## src/hw/acr_pkg.sv

```systemverilog
// acr_pkg: constants and types for the converter control block
// assumes a 10 MHz mclk and an APB register bus
package acr_pkg;
  // register byte offsets
  localparam logic [7:0] ACR_OFF_CTRL0 = 8'h00;
  localparam logic [7:0] ACR_OFF_CTRL1 = 8'h04;
  localparam logic [7:0] ACR_OFF_RESH = 8'h08;
  localparam logic [7:0] ACR_OFF_RESL = 8'h0C;
  localparam logic [7:0] ACR_OFF_STAT = 8'h10;
  // reset values
  localparam logic [7:0] ACR_CTRL0_RST = 8'h00;
  localparam logic [7:0] ACR_CTRL1_RST = 8'h00;
  // control 0 field positions
  localparam int ACR_C0_ON = 0;
  localparam int ACR_C0_GO = 1;
  localparam int ACR_C0_CHS_LO = 2;
  // control 1 field positions
  localparam int ACR_C1_REF_LO = 0;
  localparam int ACR_C1_CKS_LO = 4;
  localparam int ACR_C1_JUST = 7;
  // implemented-bit masks
  localparam logic [7:0] ACR_CTRL0_MASK = 8'h7F;
  localparam logic [7:0] ACR_CTRL1_MASK = 8'hF3;
  // channel codes
  localparam logic [4:0] ACR_CH_LAST_EXT = 5'h0D;
  localparam logic [4:0] ACR_CH_TEMP = 5'h1D;
  localparam logic [4:0] ACR_CH_FVR = 5'h1F;
  // reference codes
  localparam logic [1:0] ACR_REF_SUPPLY = 2'h0;
  localparam logic [1:0] ACR_REF_PIN = 2'h2;
  // conversion timing: 11.5 periods = 23 half periods
  localparam int ACR_RES_BITS = 10;
  localparam logic [4:0] ACR_CONV_HALVES = 5'h17;
  localparam int ACR_CLK_MHZ = 10;
  localparam int ACR_DIV_W = 6;

  typedef enum logic [1:0] {ACR_IDLE, ACR_CONV} acr_state_t;

  typedef struct packed {
    logic [4:0] chan;
    logic enable;
  } acr_chan_t;
endpackage

```

## src/hw/acr_tick.sv

```systemverilog
// acr_tick: half-period enable generator for the conversion clock
// assumes rc_tick is already synchronous to mclk
`timescale 1ns/1ns
module acr_tick
  import acr_pkg::*;
(
  input wire logic mclk,
  input wire logic reset,
  input wire logic run,
  input wire logic [2:0] sel,
  input wire logic rc_tick,
  output logic tick
);
  typedef struct packed {
    logic [ACR_DIV_W-1:0] cnt;
    logic tick;
  } acr_tick_st_t;
  acr_tick_st_t st, next_st;
  logic [ACR_DIV_W-1:0] half;

  // -------------------------
  // divider
  // -------------------------
  always_comb begin
    unique case (sel)
      3'h0: half = 6'h00;
      3'h4: half = 6'h01;
      3'h1: half = 6'h03;
      3'h5: half = 6'h07;
      3'h2: half = 6'h0F;
      3'h6: half = 6'h1F;
      default: half = 6'h00;
    endcase
    next_st = st;
    next_st.tick = 1'b0;
    if (!run) begin
      next_st.cnt = '0;
    end else if (sel[1:0] == 2'h3) begin
      next_st.tick = rc_tick;
    end else if (st.cnt >= half) begin
      next_st.cnt = '0;
      next_st.tick = 1'b1;
    end else begin
      next_st.cnt = st.cnt + 6'h01;
    end
  end

  always_ff @(posedge mclk) begin
    if (reset) begin
      st <= '0;
    end else begin
      st <= next_st;
    end
  end

  assign tick = st.tick;
endmodule // acr_tick

```

## src/hw/acr_top.sv

```systemverilog
// acr_top: converter control and result registers on APB
// assumes an analog core that reports one comparator decision per bit
//
// Functional notes
// - five-bit channel select, codes 0-13 external
// - temperature 11101, reference 11111, others none
// - writing start begins conversion, reads busy
// - hardware clears start bit at completion
// - enable bit powers converter, zero powers off
// - three-bit clock select divider or RC
// - reference select supply or pin, rest reserved
// - right justified zeroes high upper six bits
// - left justified zeroes low lower six bits
// - left format high holds bits 9-2
// - right format low holds bits 7-0
// - unimplemented control bits read zero
// - control resets zero, results keep value
// - completion clears start, sets flag, loads result
// - abort loads partial result, last bit repeated
// - conversion lasts eleven and half periods
//
// The implementer's own choices: the register offsets and register access over APB.
`timescale 1ns/1ns
module acr_top
  import acr_pkg::*;
(
  input wire logic mclk,
  input wire logic reset,
  input wire logic psel,
  input wire logic penable,
  input wire logic pwrite,
  input wire logic [7:0] paddr,
  input wire logic [31:0] pwdata,
  output logic [31:0] prdata,
  output logic pready,
  output logic pslverr,
  input wire logic rc_clk_pin,
  input wire logic comp_out,
  output logic core_power,
  output logic [4:0] core_channel,
  output logic core_channel_valid,
  output logic core_sample,
  output logic [ACR_RES_BITS-1:0] core_trial,
  output logic [1:0] core_ref_sel,
  output logic conversion_done_flag
);
  typedef struct packed {
    logic [7:0] ctrl0;
    logic [7:0] ctrl1;
    logic [7:0] resh;
    logic [7:0] resl;
    acr_state_t state;
    logic [2:0] cks;
    logic [4:0] halves;
    logic [3:0] bitn;
    logic [ACR_RES_BITS-1:0] sar;
    logic done_flag;
    logic [31:0] prdata;
    logic pready;
    logic pslverr;
    logic comp_q;
    logic [2:0] rc_sync;
    logic core_sample;
    logic [ACR_RES_BITS-1:0] trial;
    logic [4:0] chan;
    logic chan_valid;
  } acr_st_t;
  acr_st_t st, next_st;
  logic tick;
  logic rc_tick;
  logic wr_acc;
  logic rd_acc;
  logic [ACR_RES_BITS-1:0] fin;

  assign rc_tick = st.rc_sync[2] ^ st.rc_sync[1];

  acr_tick u_tick (
    .mclk(mclk),
    .reset(reset),
    .run(st.state == ACR_CONV),
    .sel(st.cks),
    .rc_tick(rc_tick),
    .tick(tick)
  );

  // -------------------------
  // helpers
  // -------------------------
  // fill unresolved bits
  function automatic logic [ACR_RES_BITS-1:0] fill_partial(
    input logic [ACR_RES_BITS-1:0] v, input logic [3:0] n);
    logic [ACR_RES_BITS-1:0] r;
    logic last;
    r = v;
    last = (n == 4'h0) ? 1'b0 : v[ACR_RES_BITS - int'(n)];
    for (int i = 0; i < ACR_RES_BITS; i++) begin
      if (i < ACR_RES_BITS - int'(n)) begin
        r[i] = last;
      end
    end
    return r;
  endfunction

  // -------------------------
  // next state
  // -------------------------
  always_comb begin
    next_st = st;
    fin = '0;
    wr_acc = psel && penable && pwrite && !st.pready;
    rd_acc = psel && penable && !pwrite && !st.pready;
    next_st.pready = psel && penable && !st.pready;
    next_st.pslverr = 1'b0;
    // core answers the registered trial within one mclk
    next_st.comp_q = comp_out;
    next_st.rc_sync = {st.rc_sync[1:0], rc_clk_pin};
    next_st.core_sample = 1'b0;
    next_st.chan = st.ctrl0[6:2];
    next_st.chan_valid = (st.ctrl0[6:2] <= ACR_CH_LAST_EXT) ||
      (st.ctrl0[6:2] == ACR_CH_TEMP) || (st.ctrl0[6:2] == ACR_CH_FVR);
    // bus read
    if (rd_acc) begin
      unique case (paddr)
        ACR_OFF_CTRL0: next_st.prdata = {24'h000000, st.ctrl0};
        ACR_OFF_CTRL1: next_st.prdata = {24'h000000, st.ctrl1};
        ACR_OFF_RESH: next_st.prdata = {24'h000000, st.resh};
        ACR_OFF_RESL: next_st.prdata = {24'h000000, st.resl};
        ACR_OFF_STAT: next_st.prdata = {31'h00000000, st.done_flag};
        default: begin
          next_st.prdata = 32'h00000000;
          next_st.pslverr = 1'b1;
        end
      endcase
    end else begin
      next_st.prdata = 32'h00000000;
    end
    // bus write
    if (wr_acc) begin
      unique case (paddr)
        ACR_OFF_CTRL0: next_st.ctrl0 = pwdata[7:0] & ACR_CTRL0_MASK;
        ACR_OFF_CTRL1: next_st.ctrl1 = pwdata[7:0] & ACR_CTRL1_MASK;
        ACR_OFF_RESH: next_st.resh = pwdata[7:0];
        ACR_OFF_RESL: next_st.resl = pwdata[7:0];
        ACR_OFF_STAT: begin
          if (pwdata[0]) begin
            next_st.done_flag = 1'b0;
          end
        end
        default: next_st.pslverr = 1'b1;
      endcase
    end
    // conversion sequencer
    unique case (st.state)
      ACR_IDLE: begin
        if (next_st.ctrl0[ACR_C0_GO] && st.ctrl0[ACR_C0_ON]) begin
          next_st.state = ACR_CONV;
          next_st.cks = st.ctrl1[6:4];
          next_st.halves = '0;
          next_st.bitn = '0;
          next_st.sar = '0;
          next_st.trial = 10'h200;
          next_st.core_sample = 1'b1;
        end else begin
          next_st.ctrl0[ACR_C0_GO] = 1'b0;
        end
      end
      ACR_CONV: begin
        if (!next_st.ctrl0[ACR_C0_GO] || !next_st.ctrl0[ACR_C0_ON]) begin
          fin = fill_partial(st.sar, st.bitn);
          next_st.state = ACR_IDLE;
          next_st.ctrl0[ACR_C0_GO] = 1'b0;
        end else if (tick) begin
          next_st.halves = st.halves + 5'h01;
          // one bit per period msb first
          if (st.halves[0] && st.halves >= 5'h03 &&
              st.bitn < 4'(ACR_RES_BITS)) begin
            next_st.sar[ACR_RES_BITS - 1 - int'(st.bitn)] = st.comp_q;
            next_st.bitn = st.bitn + 4'h1;
            next_st.trial = next_st.sar;
            if (st.bitn < 4'(ACR_RES_BITS - 1)) begin
              next_st.trial[ACR_RES_BITS - 2 - int'(st.bitn)] = 1'b1;
            end
          end
          if (st.halves == ACR_CONV_HALVES - 5'h01) begin
            fin = next_st.sar;
            next_st.state = ACR_IDLE;
            next_st.ctrl0[ACR_C0_GO] = 1'b0;
          end
        end
      end
    endcase
    if (st.state == ACR_CONV && next_st.state == ACR_IDLE) begin
      next_st.done_flag = 1'b1;
      if (st.ctrl1[ACR_C1_JUST]) begin
        next_st.resh = {6'h00, fin[9:8]};
        next_st.resl = fin[7:0];
      end else begin
        next_st.resh = fin[9:2];
        next_st.resl = {fin[1:0], 6'h00};
      end
    end
  end

  // -------------------------
  // registers
  // -------------------------
  always_ff @(posedge mclk) begin
    if (reset) begin
      st.ctrl0 <= ACR_CTRL0_RST;
      st.ctrl1 <= ACR_CTRL1_RST;
      st.resh <= st.resh;
      st.resl <= st.resl;
      st.state <= ACR_IDLE;
      st.cks <= '0;
      st.halves <= '0;
      st.bitn <= '0;
      st.sar <= '0;
      st.done_flag <= 1'b0;
      st.prdata <= '0;
      st.pready <= 1'b0;
      st.pslverr <= 1'b0;
      st.comp_q <= 1'b0;
      st.rc_sync <= '0;
      st.core_sample <= 1'b0;
      st.trial <= '0;
      st.chan <= '0;
      // channel zero after reset is a valid input
      st.chan_valid <= 1'b1;
    end else begin
      st <= next_st;
    end
  end

  // -------------------------
  // outputs
  // -------------------------
  assign prdata = st.prdata;
  assign pready = st.pready;
  assign pslverr = st.pslverr;
  assign core_power = st.ctrl0[ACR_C0_ON];
  assign core_channel = st.chan;
  assign core_channel_valid = st.chan_valid;
  assign core_sample = st.core_sample;
  assign core_trial = st.trial;
  assign core_ref_sel = st.ctrl1[1:0];
  assign conversion_done_flag = st.done_flag;
endmodule // acr_top

```

## config.mk

```make
export PLATFORM = sky130hd
export DESIGN_NAME = acr_top
export DESIGN_NICKNAME = d
export VERILOG_FILES = /design/src/hw/acr_pkg.sv /design/src/hw/acr_tick.sv /design/src/hw/acr_top.sv
export SDC_FILE = /design/constraint.sdc
export NUM_CORES = 1
export LEC_CHECK = 0
export BUFFER_PORTS_ARGS = -buffer_cell sky130_fd_sc_hd__buf_2
export CORE_MARGIN = 4
export CORE_UTILIZATION = 43
export CTS_CLUSTER_SIZE = 8
export DETAILED_ROUTE_END_ITERATION = 12
export PLACE_DENSITY = 0.75
export SYNTH_ARGS = -nofsm -noshare
export SYNTH_HDL_FRONTEND = slang
export SYNTH_HIERARCHICAL = 1
export SYNTH_SLANG_ARGS = --single-unit
```

## constraint.sdc

```tcl
create_clock -name mclk -period 3.1 [get_ports mclk]
set_input_delay 0.155 -clock mclk [delete_from_list [all_inputs] [get_ports mclk]]
set_output_delay 0.155 -clock mclk [all_outputs]
set_load 0.03 [all_outputs]
```

==> results of run 1 <==
## Yosys cell counts (9+ instances only)
cell type   n
a22o_1      9
dfxtp_1    76
a21oi_1    36
o21ai_0    41
mux2i_1    21
nand4_1    11
clkbuf_1   22
ha_1       19
edfxtp_1   16
nand3_1    30
nor2_1     32
inv_1      23
nand2_1    81
buf_4      50
nor2b_1    17
mux2_2     11
## state kept, by name, indices dropped and copies added (netlist names), 2 cells and up
| register | cells |
|---|---|
| core_ref_sel | 2 |
| prdata | 8 |
| u_tick/st | 6 |
| st | 47 |
| core_trial | 10 |
| core_channel | 5 |
| next_st | 7 |
## cell usage in the layout, fill, tap and decap left out, drive strengths merged, types with 3 or more instances in the layout
master and instances:
nor3b 3, clkbuf 9, buf 68, a221oi 3, o21ai 45, or3 3
a21o 3, mux2i 22, o31ai 4, a31oi 5, conb 24, xor2 6
ha 19, nand4 11, clkinv 3, nand3b 4, mux2 12, a21oi 36
nor2b 17, edfxtp 16, nand3 30, a22oi 8, and2 3, and3 6
a211oi 11, dfxtp 76, o22ai 3, a22o 9, nand2 81, inv 27
a222oi 3, nor3 12, nand2b 6, o311ai 3, nor2 33, xnor2 6
## per-stage QoR
stage / cell area, um2 / utilization, % / hold WS [ns]
detailed placement: 5720 / 45.3 / 0.371
global placement: 5720 / 45.3 / 0.369
CTS: 6020 / 47.7 / 0.00551
floorplan: 5640 / - / 0.250
global route: 6020 / 47.7 / 0.0249
finish: 6020 / 47.7 / 0.0153
## report_power, final
group	leakage (uW)	internal, uW	switching, uW	total (uW)
Clock	0.000146	574	526	1100
Combinational	0.00149	26.3	85.5	112
Sequential	0.000754	1210	4.85	1220
## final cells by class
cell class	count	area (um2)	area share, %
inverter	24	90.1	1.50
sequential	92	2000	33.2
clock inverter	7	80.1	1.33
multi-input combinational	468	3030	50.3
clock buffer	9	225	3.74
timing repair buffer	68	378	6.27
tap	172	215	3.57
## kinds of logic after synthesis
| group | Yosys count | synth area share (%) |
|---|---|---|
| and+or+nand+nor | 223 | 20.6 |
| AOI/OAI and AO/OA | 154 | 18.7 |
| buffers and inverters | 106 | 10.9 |
| DFF | 92 | 36.1 |
| muxes | 36 | 7.51 |
| adders and majority gates | 19 | 4.28 |
| xor gates and xnor gates | 12 | 1.89 |
| other | 1 | 0.0676 |
## how the worst max path moves through the flow
stage	start	to	cells after the start
6_report	st[66]	st[89]	9
3_3_place_gp	st[66]	st[89]	9
5_1_grt	st[66]	st[88]	10
3_5_place_dp	st[66]	st[89]	9
4_1_cts	st[66]	st[89]	9
2_1_floorplan	st[66]	st[86]	10
## worst register-to-register path, delay by kind of cell, from the launching register on
kind / cells / cell delay (ns)
AO/OA/AOI/OAI: 3 / 0.73
adder cells (fa/ha/maj): 1 / 0.31
buffers and inverters: 2 / 0.29
flip-flops: 1 / 0.55
multiplexers: 1 / 0.35
AND/OR/NAND/NOR: 2 / 0.35
## routing by layer
layer,share of wire [%],up-vias,routed length (um)
li1,-,2287,-
met1,43,2203,5820
met2,47,216,6310
met3,7.9,33,1070
met4,2.6,0,348
met5,0,-,0
==> qor.csv, run 1 <==
stage,metric,value,unit
detailed_routing,DR vias,4739,
floorplanning,die width,122,um
floorplanning,FP Rows,41,
setup_path,"Cell Chain, Critical Path",inv_1 -> buf_4 -> ha_1 -> a31oi_1 -> nand2_1 -> nor2_1 -> mux2_2 -> a21oi_1 -> o221ai_1,
placement,Buffers on Ports,53,
hold_path,HP Class,input pin to register,
synth,ys flop type,dfxtp_1,
clock_tree,Skew-Pair Late Insertion Delay,0.35,ns
layout,"Cell Count, Final, Fillers Out",840,
timing,min Tclk post-route,2.83,ns
hold_path,hold path start,rc_clk_pin,
run,max cap viols,0,
layout,Final #Nets,729,
timing,Final Cycle Share,91.4,%
synth,post-synthesis sequential area ratio,36.1,%
setup_path,family with the most delay on the worst path,compound AO/OA/AOI/OAI gates,
layout,ant diodes,0,
setup_path,CP peak stage delay,0.55,ns
clock_tree,clock tree buffer depth,2,
timing,slew of the pin with the lowest slew margin,0.765,ns
clock_tree,CTS resizes,0,
timing,Rel. slew slack,49.0,%
global_routing,met3 Resource Use GR,5.01,%
timing,Max Clock Skew,0.00949,ns
setup_path,CP Max Fanout,9,
power,total power,2430,uW
floorplanning,chip height,122,um
setup_path,CP Capture Type,register,
floorplanning,Initial Util,44.0,%
placement,gp weighted congestion,0.914,
timing,# setup viols final,0,
setup_path,slowest CP cell,dfxtp_1,
placement,DP Cell Count,824,
synth,Yosys top cell area share,27.4,%
timing,Fmax achieved,0.353,GHz
synth,Synth area leader,dfxtp_1,
synth,syn_area_per_cell,8.63,um2
setup_path,Worst setup SP type,register,
synth,#FFs+latches synth,92,
synth,number of flops mapped to enable cells by yosys,16,
setup_path,Setup CP Type,register to register,
detailed_routing,Routed WL per cell,16.1,um
setup_path,FF-to-FF Start,st[66],
timing,Final Max Slew Viols,0,
detailed_routing,vias per cell,5.64,
global_routing,first-pass GRT wire length,22.3,mm
placement,Placement Setup Slack,0.330,ns
setup_path,Buf/Inv on CP,2,
setup_path,WP data arrival,2.91,ns
global_routing,met1 Usage GRT,24.2,%
timing,RSZ-0062 raised after global routing,false,
floorplanning,core area,12600,um2
setup_path,Reg2Reg Depth,9,
layout,share of layout cells above drive strength 1,17.8,%
synth,"FFs w/ async S/R, synth",0,%
synth,synthesized instance count,643,
hold_path,worst hold endpoint,next_st[18],
clock_tree,CTS Sinks,92,
global_routing,antenna violations before repair,0,
layout,synth-to-layout area growth,8.50,%
clock_tree,postcts setup bufs,0,
timing,final hold viol count,0,
outcome,outcome,"finished, final reports clean",
global_routing,Tot GR Track Use,18.7,%
setup_path,RR Endpoint,st[89],
layout,Filler cells,1236,
timing,fin worst setup slack,0.267,ns
clock_tree,Root Driver,clkbuf_16,
setup_path,worst path required time,3.18,ns
clock_tree,# H-tree levels,3,
synth,Post-Syn Area,5550,um2
detailed_routing,drt first pass iters,5,
detailed_routing,Detailed Route Iter0 Violations,538,
synth,top area cells in the synthesized netlist,"dfxtp_1 27%, edfxtp_1 8.7%, buf_4 6.8%",
clock_tree,CTS tree,yes,
floorplanning,die area,14800,um2
setup_path,flop-to-flop setup slack,0.27,ns
clock_tree,CTS hold repair buffers,0,
detailed_routing,DRC viols,0,
clock_tree,"Clk pin slew, worst setup/hold paths",0.07,ns
hold_path,Worst Hold Depth,2,
detailed_routing,post-route ant nets,0,
global_routing,vias in the first global route,4463,
global_routing,GRT overflow,0,
synth,Yosys warning total,6,
timing,setup TNS,0,ns
synth,count of cell types in the netlist,75,
power,Leak,0.00239,uW
placement,post-DP HPWL,9.94,mm
global_routing,busiest layer in global routing,met2,
global_routing,largest net degree at the start of global routing,44,
detailed_routing,WL final,13.5,mm
global_routing,met2 Use GR,29.9,%
clock_tree,CTS Buf Count,9,
power,Worst VDD drop,323,uV
floorplanning,I/O pin cnt,102,
power,pwr dens,404,nW/um2
(Power assumes the default switching activity.)
==> inputs of run 2 (changes only) <==
- CORE_ASPECT_RATIO: default -> 1.5
- SLEW_MARGIN: default -> 40
- clock period: 3.1 -> 2.57 ns (I/O delays scaled with it)
==> qor.csv, run 2 (synthesis gave the netlist of run 1 again) <==
stage,metric,value,unit,change
outcome,outcome,"finished, final reports clean",,
clock_tree,"Clk pin slew, worst setup/hold paths",0.07,ns,about the same
clock_tree,CTS Buf Count,9,,unchanged
layout,"most common cell after layout, fill and taps aside",nand2_1,,
setup_path,worst path required time,2.67,ns,-0.51 ns
hold_path,Worst Hold Depth,3,,+1
floorplanning,die width,101,um,-17%
setup_path,Reg2Reg Depth,8,,-1
layout,fin util,50.4,%,+2.6 points
detailed_routing,WL final,14.0,mm,+3.7%
layout,ant diodes,0,,unchanged
floorplanning,FP Rows,50,,+22%
timing,Final Cycle Share,96.1,%,+4.7 points
power,Leak,0.00255,uW,+6.9%
floorplanning,I/O pin cnt,102,,unchanged
clock_tree,CTS tree,yes,,
timing,# setup viols final,0,,unchanged
detailed_routing,Detailed Route Iter0 Violations,467,,-13%
timing,min Tclk post-route,2.47,ns,-0.364 ns
power,Worst VDD drop,350,uV,+8.4%
clock_tree,Root Driver,clkbuf_16,,
floorplanning,die area,14800,um2,+0.26%
timing,Fmax achieved,0.405,GHz,+15%
detailed_routing,DRC viols,0,,unchanged
power,total power,2930,uW,+21%
floorplanning,core area,12600,um2,-0.36%
detailed_routing,drt first pass iters,6,,+1
layout,"commonest non-fill, non-tap cells in the layout","81 x nand2_1, 75 x dfxtp_1, 53 x buf_2",,
clock_tree,clock tree buffer depth,2,,unchanged
setup_path,Worst setup SP type,register,,
hold_path,hold path start,penable,,
detailed_routing,Routed WL per cell,16.4,um,+1.7%
global_routing,antenna violations before repair,0,,unchanged
detailed_routing,post-route ant nets,0,,unchanged
layout,Filler cells,1174,,-5.0%
clock_tree,CTS Sinks,92,,unchanged
setup_path,FF-to-FF Start,st[66],,
hold_path,HP Class,input pin to register,,
setup_path,WP data arrival,2.57,ns,-0.34 ns
floorplanning,Initial Util,44.1,%,+0.16 points
setup_path,CP Capture Type,register,,
clock_tree,Skew-Pair Late Insertion Delay,0.35,ns,about the same
placement,Buffers on Ports,53,,unchanged
clock_tree,# H-tree levels,3,,unchanged
hold_path,worst hold endpoint,pready,,
layout,max FFs per register,47,,unchanged
placement,post-DP HPWL,10.6,mm,+6.8%
timing,final hold viol count,0,,unchanged
layout,Top reg by flops,st,,
placement,gp weighted congestion,0.970,,+6.2%
setup_path,Setup CP Type,register to register,,
global_routing,largest net degree at the start of global routing,24,,-45%
global_routing,vias in the first global route,4776,,+7.0%
global_routing,Tot GR Track Use,18.8,%,+0.11 points
setup_path,flop-to-flop setup slack,0.10,ns,-0.17 ns
setup_path,CP Max Fanout,7,,-2
layout,share of layout cells above drive strength 1,23.4,%,+5.6 points
timing,Max Clock Skew,0.00805,ns,-0.00143 ns
layout,synth-to-layout area growth,14.1,%,
global_routing,GRT overflow,0,,unchanged
timing,Rel. slew slack,52.0,%,+3.0 points
detailed_routing,vias per cell,5.78,,+2.5%
global_routing,first-pass GRT wire length,22.7,mm,+1.7%
power,pwr dens,463,nW/um2,+15%
layout,Final #Nets,762,,+4.5%
setup_path,RR Endpoint,st[86],,
timing,Final Max Slew Viols,0,,unchanged
floorplanning,chip height,147,um,+21%
run,max cap viols,0,,unchanged
timing,slew of the pin with the lowest slew margin,0.717,ns,-0.0482 ns
detailed_routing,DR vias,4954,,+4.5%
==> run 2: cell count changes in the layout (fill, tap and decap cells not counted), sizes merged <==
cell	change
dlygate4sd3	+2
buf	+31
clkinvlp	-1
inv	+1
==> run 2: timing repair <==
item | in CTS | in global routing
resized for setup | 2 | 17
hold endpoints to repair | 2 | 0
pin swaps | 0 | 1
setup endpoints to repair | 5 | 22
setup buffers | 0 | 2
hold buffers | 2 | 0
==> run 2: metal layers <==
| metal | share of wire [%] | up-vias | global-route usage, % |
|---|---|---|---|
| li1 | - | 2341 | - |
| met1 | 37 | 2331 | 21.2 |
| met2 | 51 | 235 | 33.2 |
| met3 | 7.3 | 47 | 3.42 |
| met4 | 4.0 | 0 | 9.31 |
| met5 | 0 | - | 0 |
==> run 2: power breakdown <==
part	internal, uW	total (uW)	switching [uW]	leakage [uW]
registers	1460	1470	5.55	0.000755
logic	36.0	142	106	0.00165
clock network	691	1320	629	0.000149
total	2190	2930	740	0.00255
==> run 2: cell type report <==
class | instances | area (um2) | share of cell area, %
clock buffers | 9 | 225 | 3.56
clock inverters | 7 | 73.8 | 1.17
inverters | 24 | 90.1 | 1.42
multi-input cells | 468 | 3110 | 49.1
flip-flops and latches | 92 | 2010 | 31.7
well taps | 156 | 195 | 3.08
repair buffers | 101 | 634 | 10.0
==> run 2: how the worst max path moves through the flow <==
stage / startpoint / endpoint / slack (ns) / cells past startpoint
2_1_floorplan: st[68] / st[86] / 0.01 / 10
3_3_place_gp: st[68] / st[86] / 0.03 / 10
3_5_place_dp: st[68] / st[87] / -0.006 / 9
4_1_cts: st[67] / st[86] / 0.02 / 10
5_1_grt: st[66] / st[86] / -0.007 / 8
6_report: st[66] / st[86] / 0.10 / 8
==> run 2: through the flow <==
stage / TNS, ns / setup WS (ns) / std cells / hold WS, ns / cell area [um2]
final: 0 / 0.101 / 857 / 0.0482 / 6330
after global routing: -0.00913 / -0.00708 / 857 / 0.0513 / 6330
after CTS: 0 / 0.0210 / 855 / 0.0428 / 6250
after detailed placement: -0.00909 / -0.00553 / 837 / 0.354 / 5930
after global placement: 0 / 0.0330 / 837 / 0.342 / 5930
after floorplan: 0 / 0.0130 / 666 / 0.223 / 5670
==> run 2: critical path, stage by stage (launching register included) <==
cell      delay (ns)
dfxtp_4         0.38
buf_4           0.16
mux4_2          0.51
mux2i_2         0.18
nand2_1         0.11
a211oi_4        0.34
buf_6           0.16
a211oi_2        0.06
a221o_1         0.30
==> inputs of run 3 (changes only) <==
- CAP_MARGIN: default -> 10
- PLACE_DENSITY: 0.75 -> 0.67
==> qor.csv, run 3 (synthesis gave the netlist of run 1 again) <==
stage,metric,value,unit,change
outcome,outcome,"finished, final reports clean",,
detailed_routing,DR vias,4808,,-2.9%
timing,RSZ-0062 raised after global routing,true,,
timing,Max Clock Skew,0.00977,ns,+0.00172 ns
setup_path,Worst setup SP type,register,,
floorplanning,chip height,147,um,unchanged
floorplanning,Initial Util,44.1,%,unchanged
setup_path,WP data arrival,2.59,ns,+0.02 ns
placement,Buffers on Ports,53,,unchanged
timing,Final Cycle Share,98.0,%,+2.0 points
layout,share of layout cells above drive strength 1,25.0,%,+1.6 points
placement,gp weighted congestion,1.01,,+4.5%
global_routing,largest net degree at the start of global routing,30,,+25%
timing,fin worst setup slack,0.0507,ns,-0.0507 ns
global_routing,first-pass GRT wire length,23.3,mm,+2.7%
power,pwr dens,482,nW/um2,+4.2%
setup_path,Reg2Reg Depth,10,,+2
layout,synth-to-layout area growth,16.0,%,
timing,Rel. slew slack,56.5,%,+4.4 points
clock_tree,Skew-Pair Late Insertion Delay,0.35,ns,about the same
layout,ant diodes,0,,unchanged
hold_path,HP Class,input pin to register,,
global_routing,vias in the first global route,4772,,-0.084%
timing,# setup viols final,0,,unchanged
hold_path,worst hold endpoint,pready,,
setup_path,RR Endpoint,st[88],,
placement,post-DP HPWL,11.0,mm,+3.7%
clock_tree,CTS Buf Count,9,,unchanged
hold_path,Worst Hold Depth,3,,unchanged
layout,Top reg by flops,st,,
setup_path,CP Capture Type,register,,
setup_path,Setup CP Type,register to register,,
floorplanning,die width,101,um,unchanged
layout,Filler cells,1182,,+0.68%
clock_tree,# H-tree levels,3,,unchanged
clock_tree,CTS Sinks,92,,unchanged
timing,final hold viol count,0,,unchanged
timing,Fin Hold WS,0.0321,ns,-0.0162 ns
detailed_routing,post-route ant nets,0,,unchanged
layout,"most common cell after layout, fill and taps aside",nand2_1,,
floorplanning,core area,12600,um2,unchanged
clock_tree,CTS tree,yes,,
global_routing,antenna violations before repair,0,,unchanged
detailed_routing,drt first pass iters,5,,-1
setup_path,CP dominant cell by count,nand2_1,,
floorplanning,FP Rows,50,,unchanged
detailed_routing,WL final,14.4,mm,+2.3%
setup_path,CP Max Fanout,6,,-1
power,Worst VDD drop,318,uV,-9.2%
detailed_routing,vias per cell,5.57,,-3.6%
setup_path,flop-to-flop setup slack,0.05,ns,-0.05 ns
timing,min Tclk post-route,2.52,ns,+0.0507 ns
detailed_routing,Detailed Route Iter0 Violations,276,,-41%
layout,"commonest non-fill, non-tap cells in the layout","81 x nand2_1, 74 x dfxtp_1, 53 x buf_2",,
global_routing,GRT overflow,0,,unchanged
clock_tree,Root Driver,clkbuf_16,,
setup_path,CP peak stage delay,0.37,ns,-0.14 ns
power,Leak,0.00261,uW,+2.1%
placement,Placement Setup Slack,-0.000653,ns,+0.00487 ns
detailed_routing,Routed WL per cell,16.6,um,+1.6%
detailed_routing,DRC viols,0,,unchanged
timing,Fmax achieved,0.397,GHz,-2.0%
run,max cap viols,0,,unchanged
setup_path,slowest CP cell,dfxtp_4,,
clock_tree,"Clk pin slew, worst setup/hold paths",0.07,ns,about the same
global_routing,Tot GR Track Use,19.5,%,+0.74 points
floorplanning,die area,14800,um2,unchanged
setup_path,"Cell Chain, Critical Path",inv_2 -> ha_1 -> mux4_2 -> mux2i_2 -> nand2_1 -> a211oi_4 -> buf_6 -> nand2_1 -> o311ai_1 -> o211ai_1,,
floorplanning,I/O pin cnt,102,,unchanged
setup_path,FF-to-FF Start,st[66],,
hold_path,hold path start,penable,,
setup_path,worst path required time,2.64,ns,-0.03 ns
layout,max FFs per register,47,,unchanged
clock_tree,clock tree buffer depth,2,,unchanged
layout,Final #Nets,768,,+0.79%
timing,Final Max Slew Viols,0,,unchanged
timing,slew of the pin with the lowest slew margin,0.652,ns,-0.0647 ns
[run 3: per-stage QoR]
step,TNS (ns),total power (uW),std cells,cell area [um2],utilization (%)
after global routing,-0.138,3200,863,6440,51.2
final,0,3100,863,6440,51.2
after global placement,0,1640,844,5980,47.6
after floorplan,0,1620,666,5670,-
after CTS,0,3130,862,6350,50.5
after detailed placement,-0.000653,1640,844,5980,47.6
[run 3: worst max-delay path, delay by kind of cell (launching register included)]
kind                       cells  cell delay (ns)
AOI/OAI and AO/OA              3             0.61
adders and majority gates      1             0.33
buffers and inverters          2             0.21
DFF                            1             0.37
muxes                          2             0.53
and+or+nand+nor                2             0.18
[run 3: metal layers]
layer	GRT usage, %	share of wire, %	vias to the layer above	wire length, um
met3	3.61	5.3	40	763
met4	9.10	4.0	0	571
met5	0	0	-	0
li1	-	-	2361	-
met1	22.1	39	2241	5600
met2	34.6	52	166	7430
[run 3: what timing repair did]
item                                    CTS  global route
pin swaps                                 0             4
setup buffers                             0             1
gates resized for setup                   3            23
hold buffers                              2             0
gates cloned                              0             0
endpoints found under the hold margin     2             0
endpoints found under the setup margin    4            18
[run 3: worst max-delay path by stage]
stage / from / cells past startpoint / slack [ns] / end
detailed placement: st[67] / 9 / -0.0007 / st[88]
global placement: st[68] / 10 / 0.03 / st[86]
CTS: st[67] / 12 / 0.001 / st[88]
floorplan: st[68] / 10 / 0.01 / st[86]
finish: st[66] / 10 / 0.05 / st[88]
global route: st[66] / 10 / -0.07 / st[88]
[run 3: area by class of cell]
cell class,count,area [um2],area share [%]
clock buffer,9,225,3.50
sequential,92,2010,31.2
inverter,24,90.1,1.40
tap,156,195,3.03
clock inverter,7,114,1.77
multi-input combinational,468,3120,48.5
timing repair buffer,107,683,10.6
[run 3: report_power, final]
group | switching (uW) | internal, uW | total, uW
Combinational | 105 | 35.1 | 140
Clock | 614 | 881 | 1500
Sequential | 5.65 | 1460 | 1470
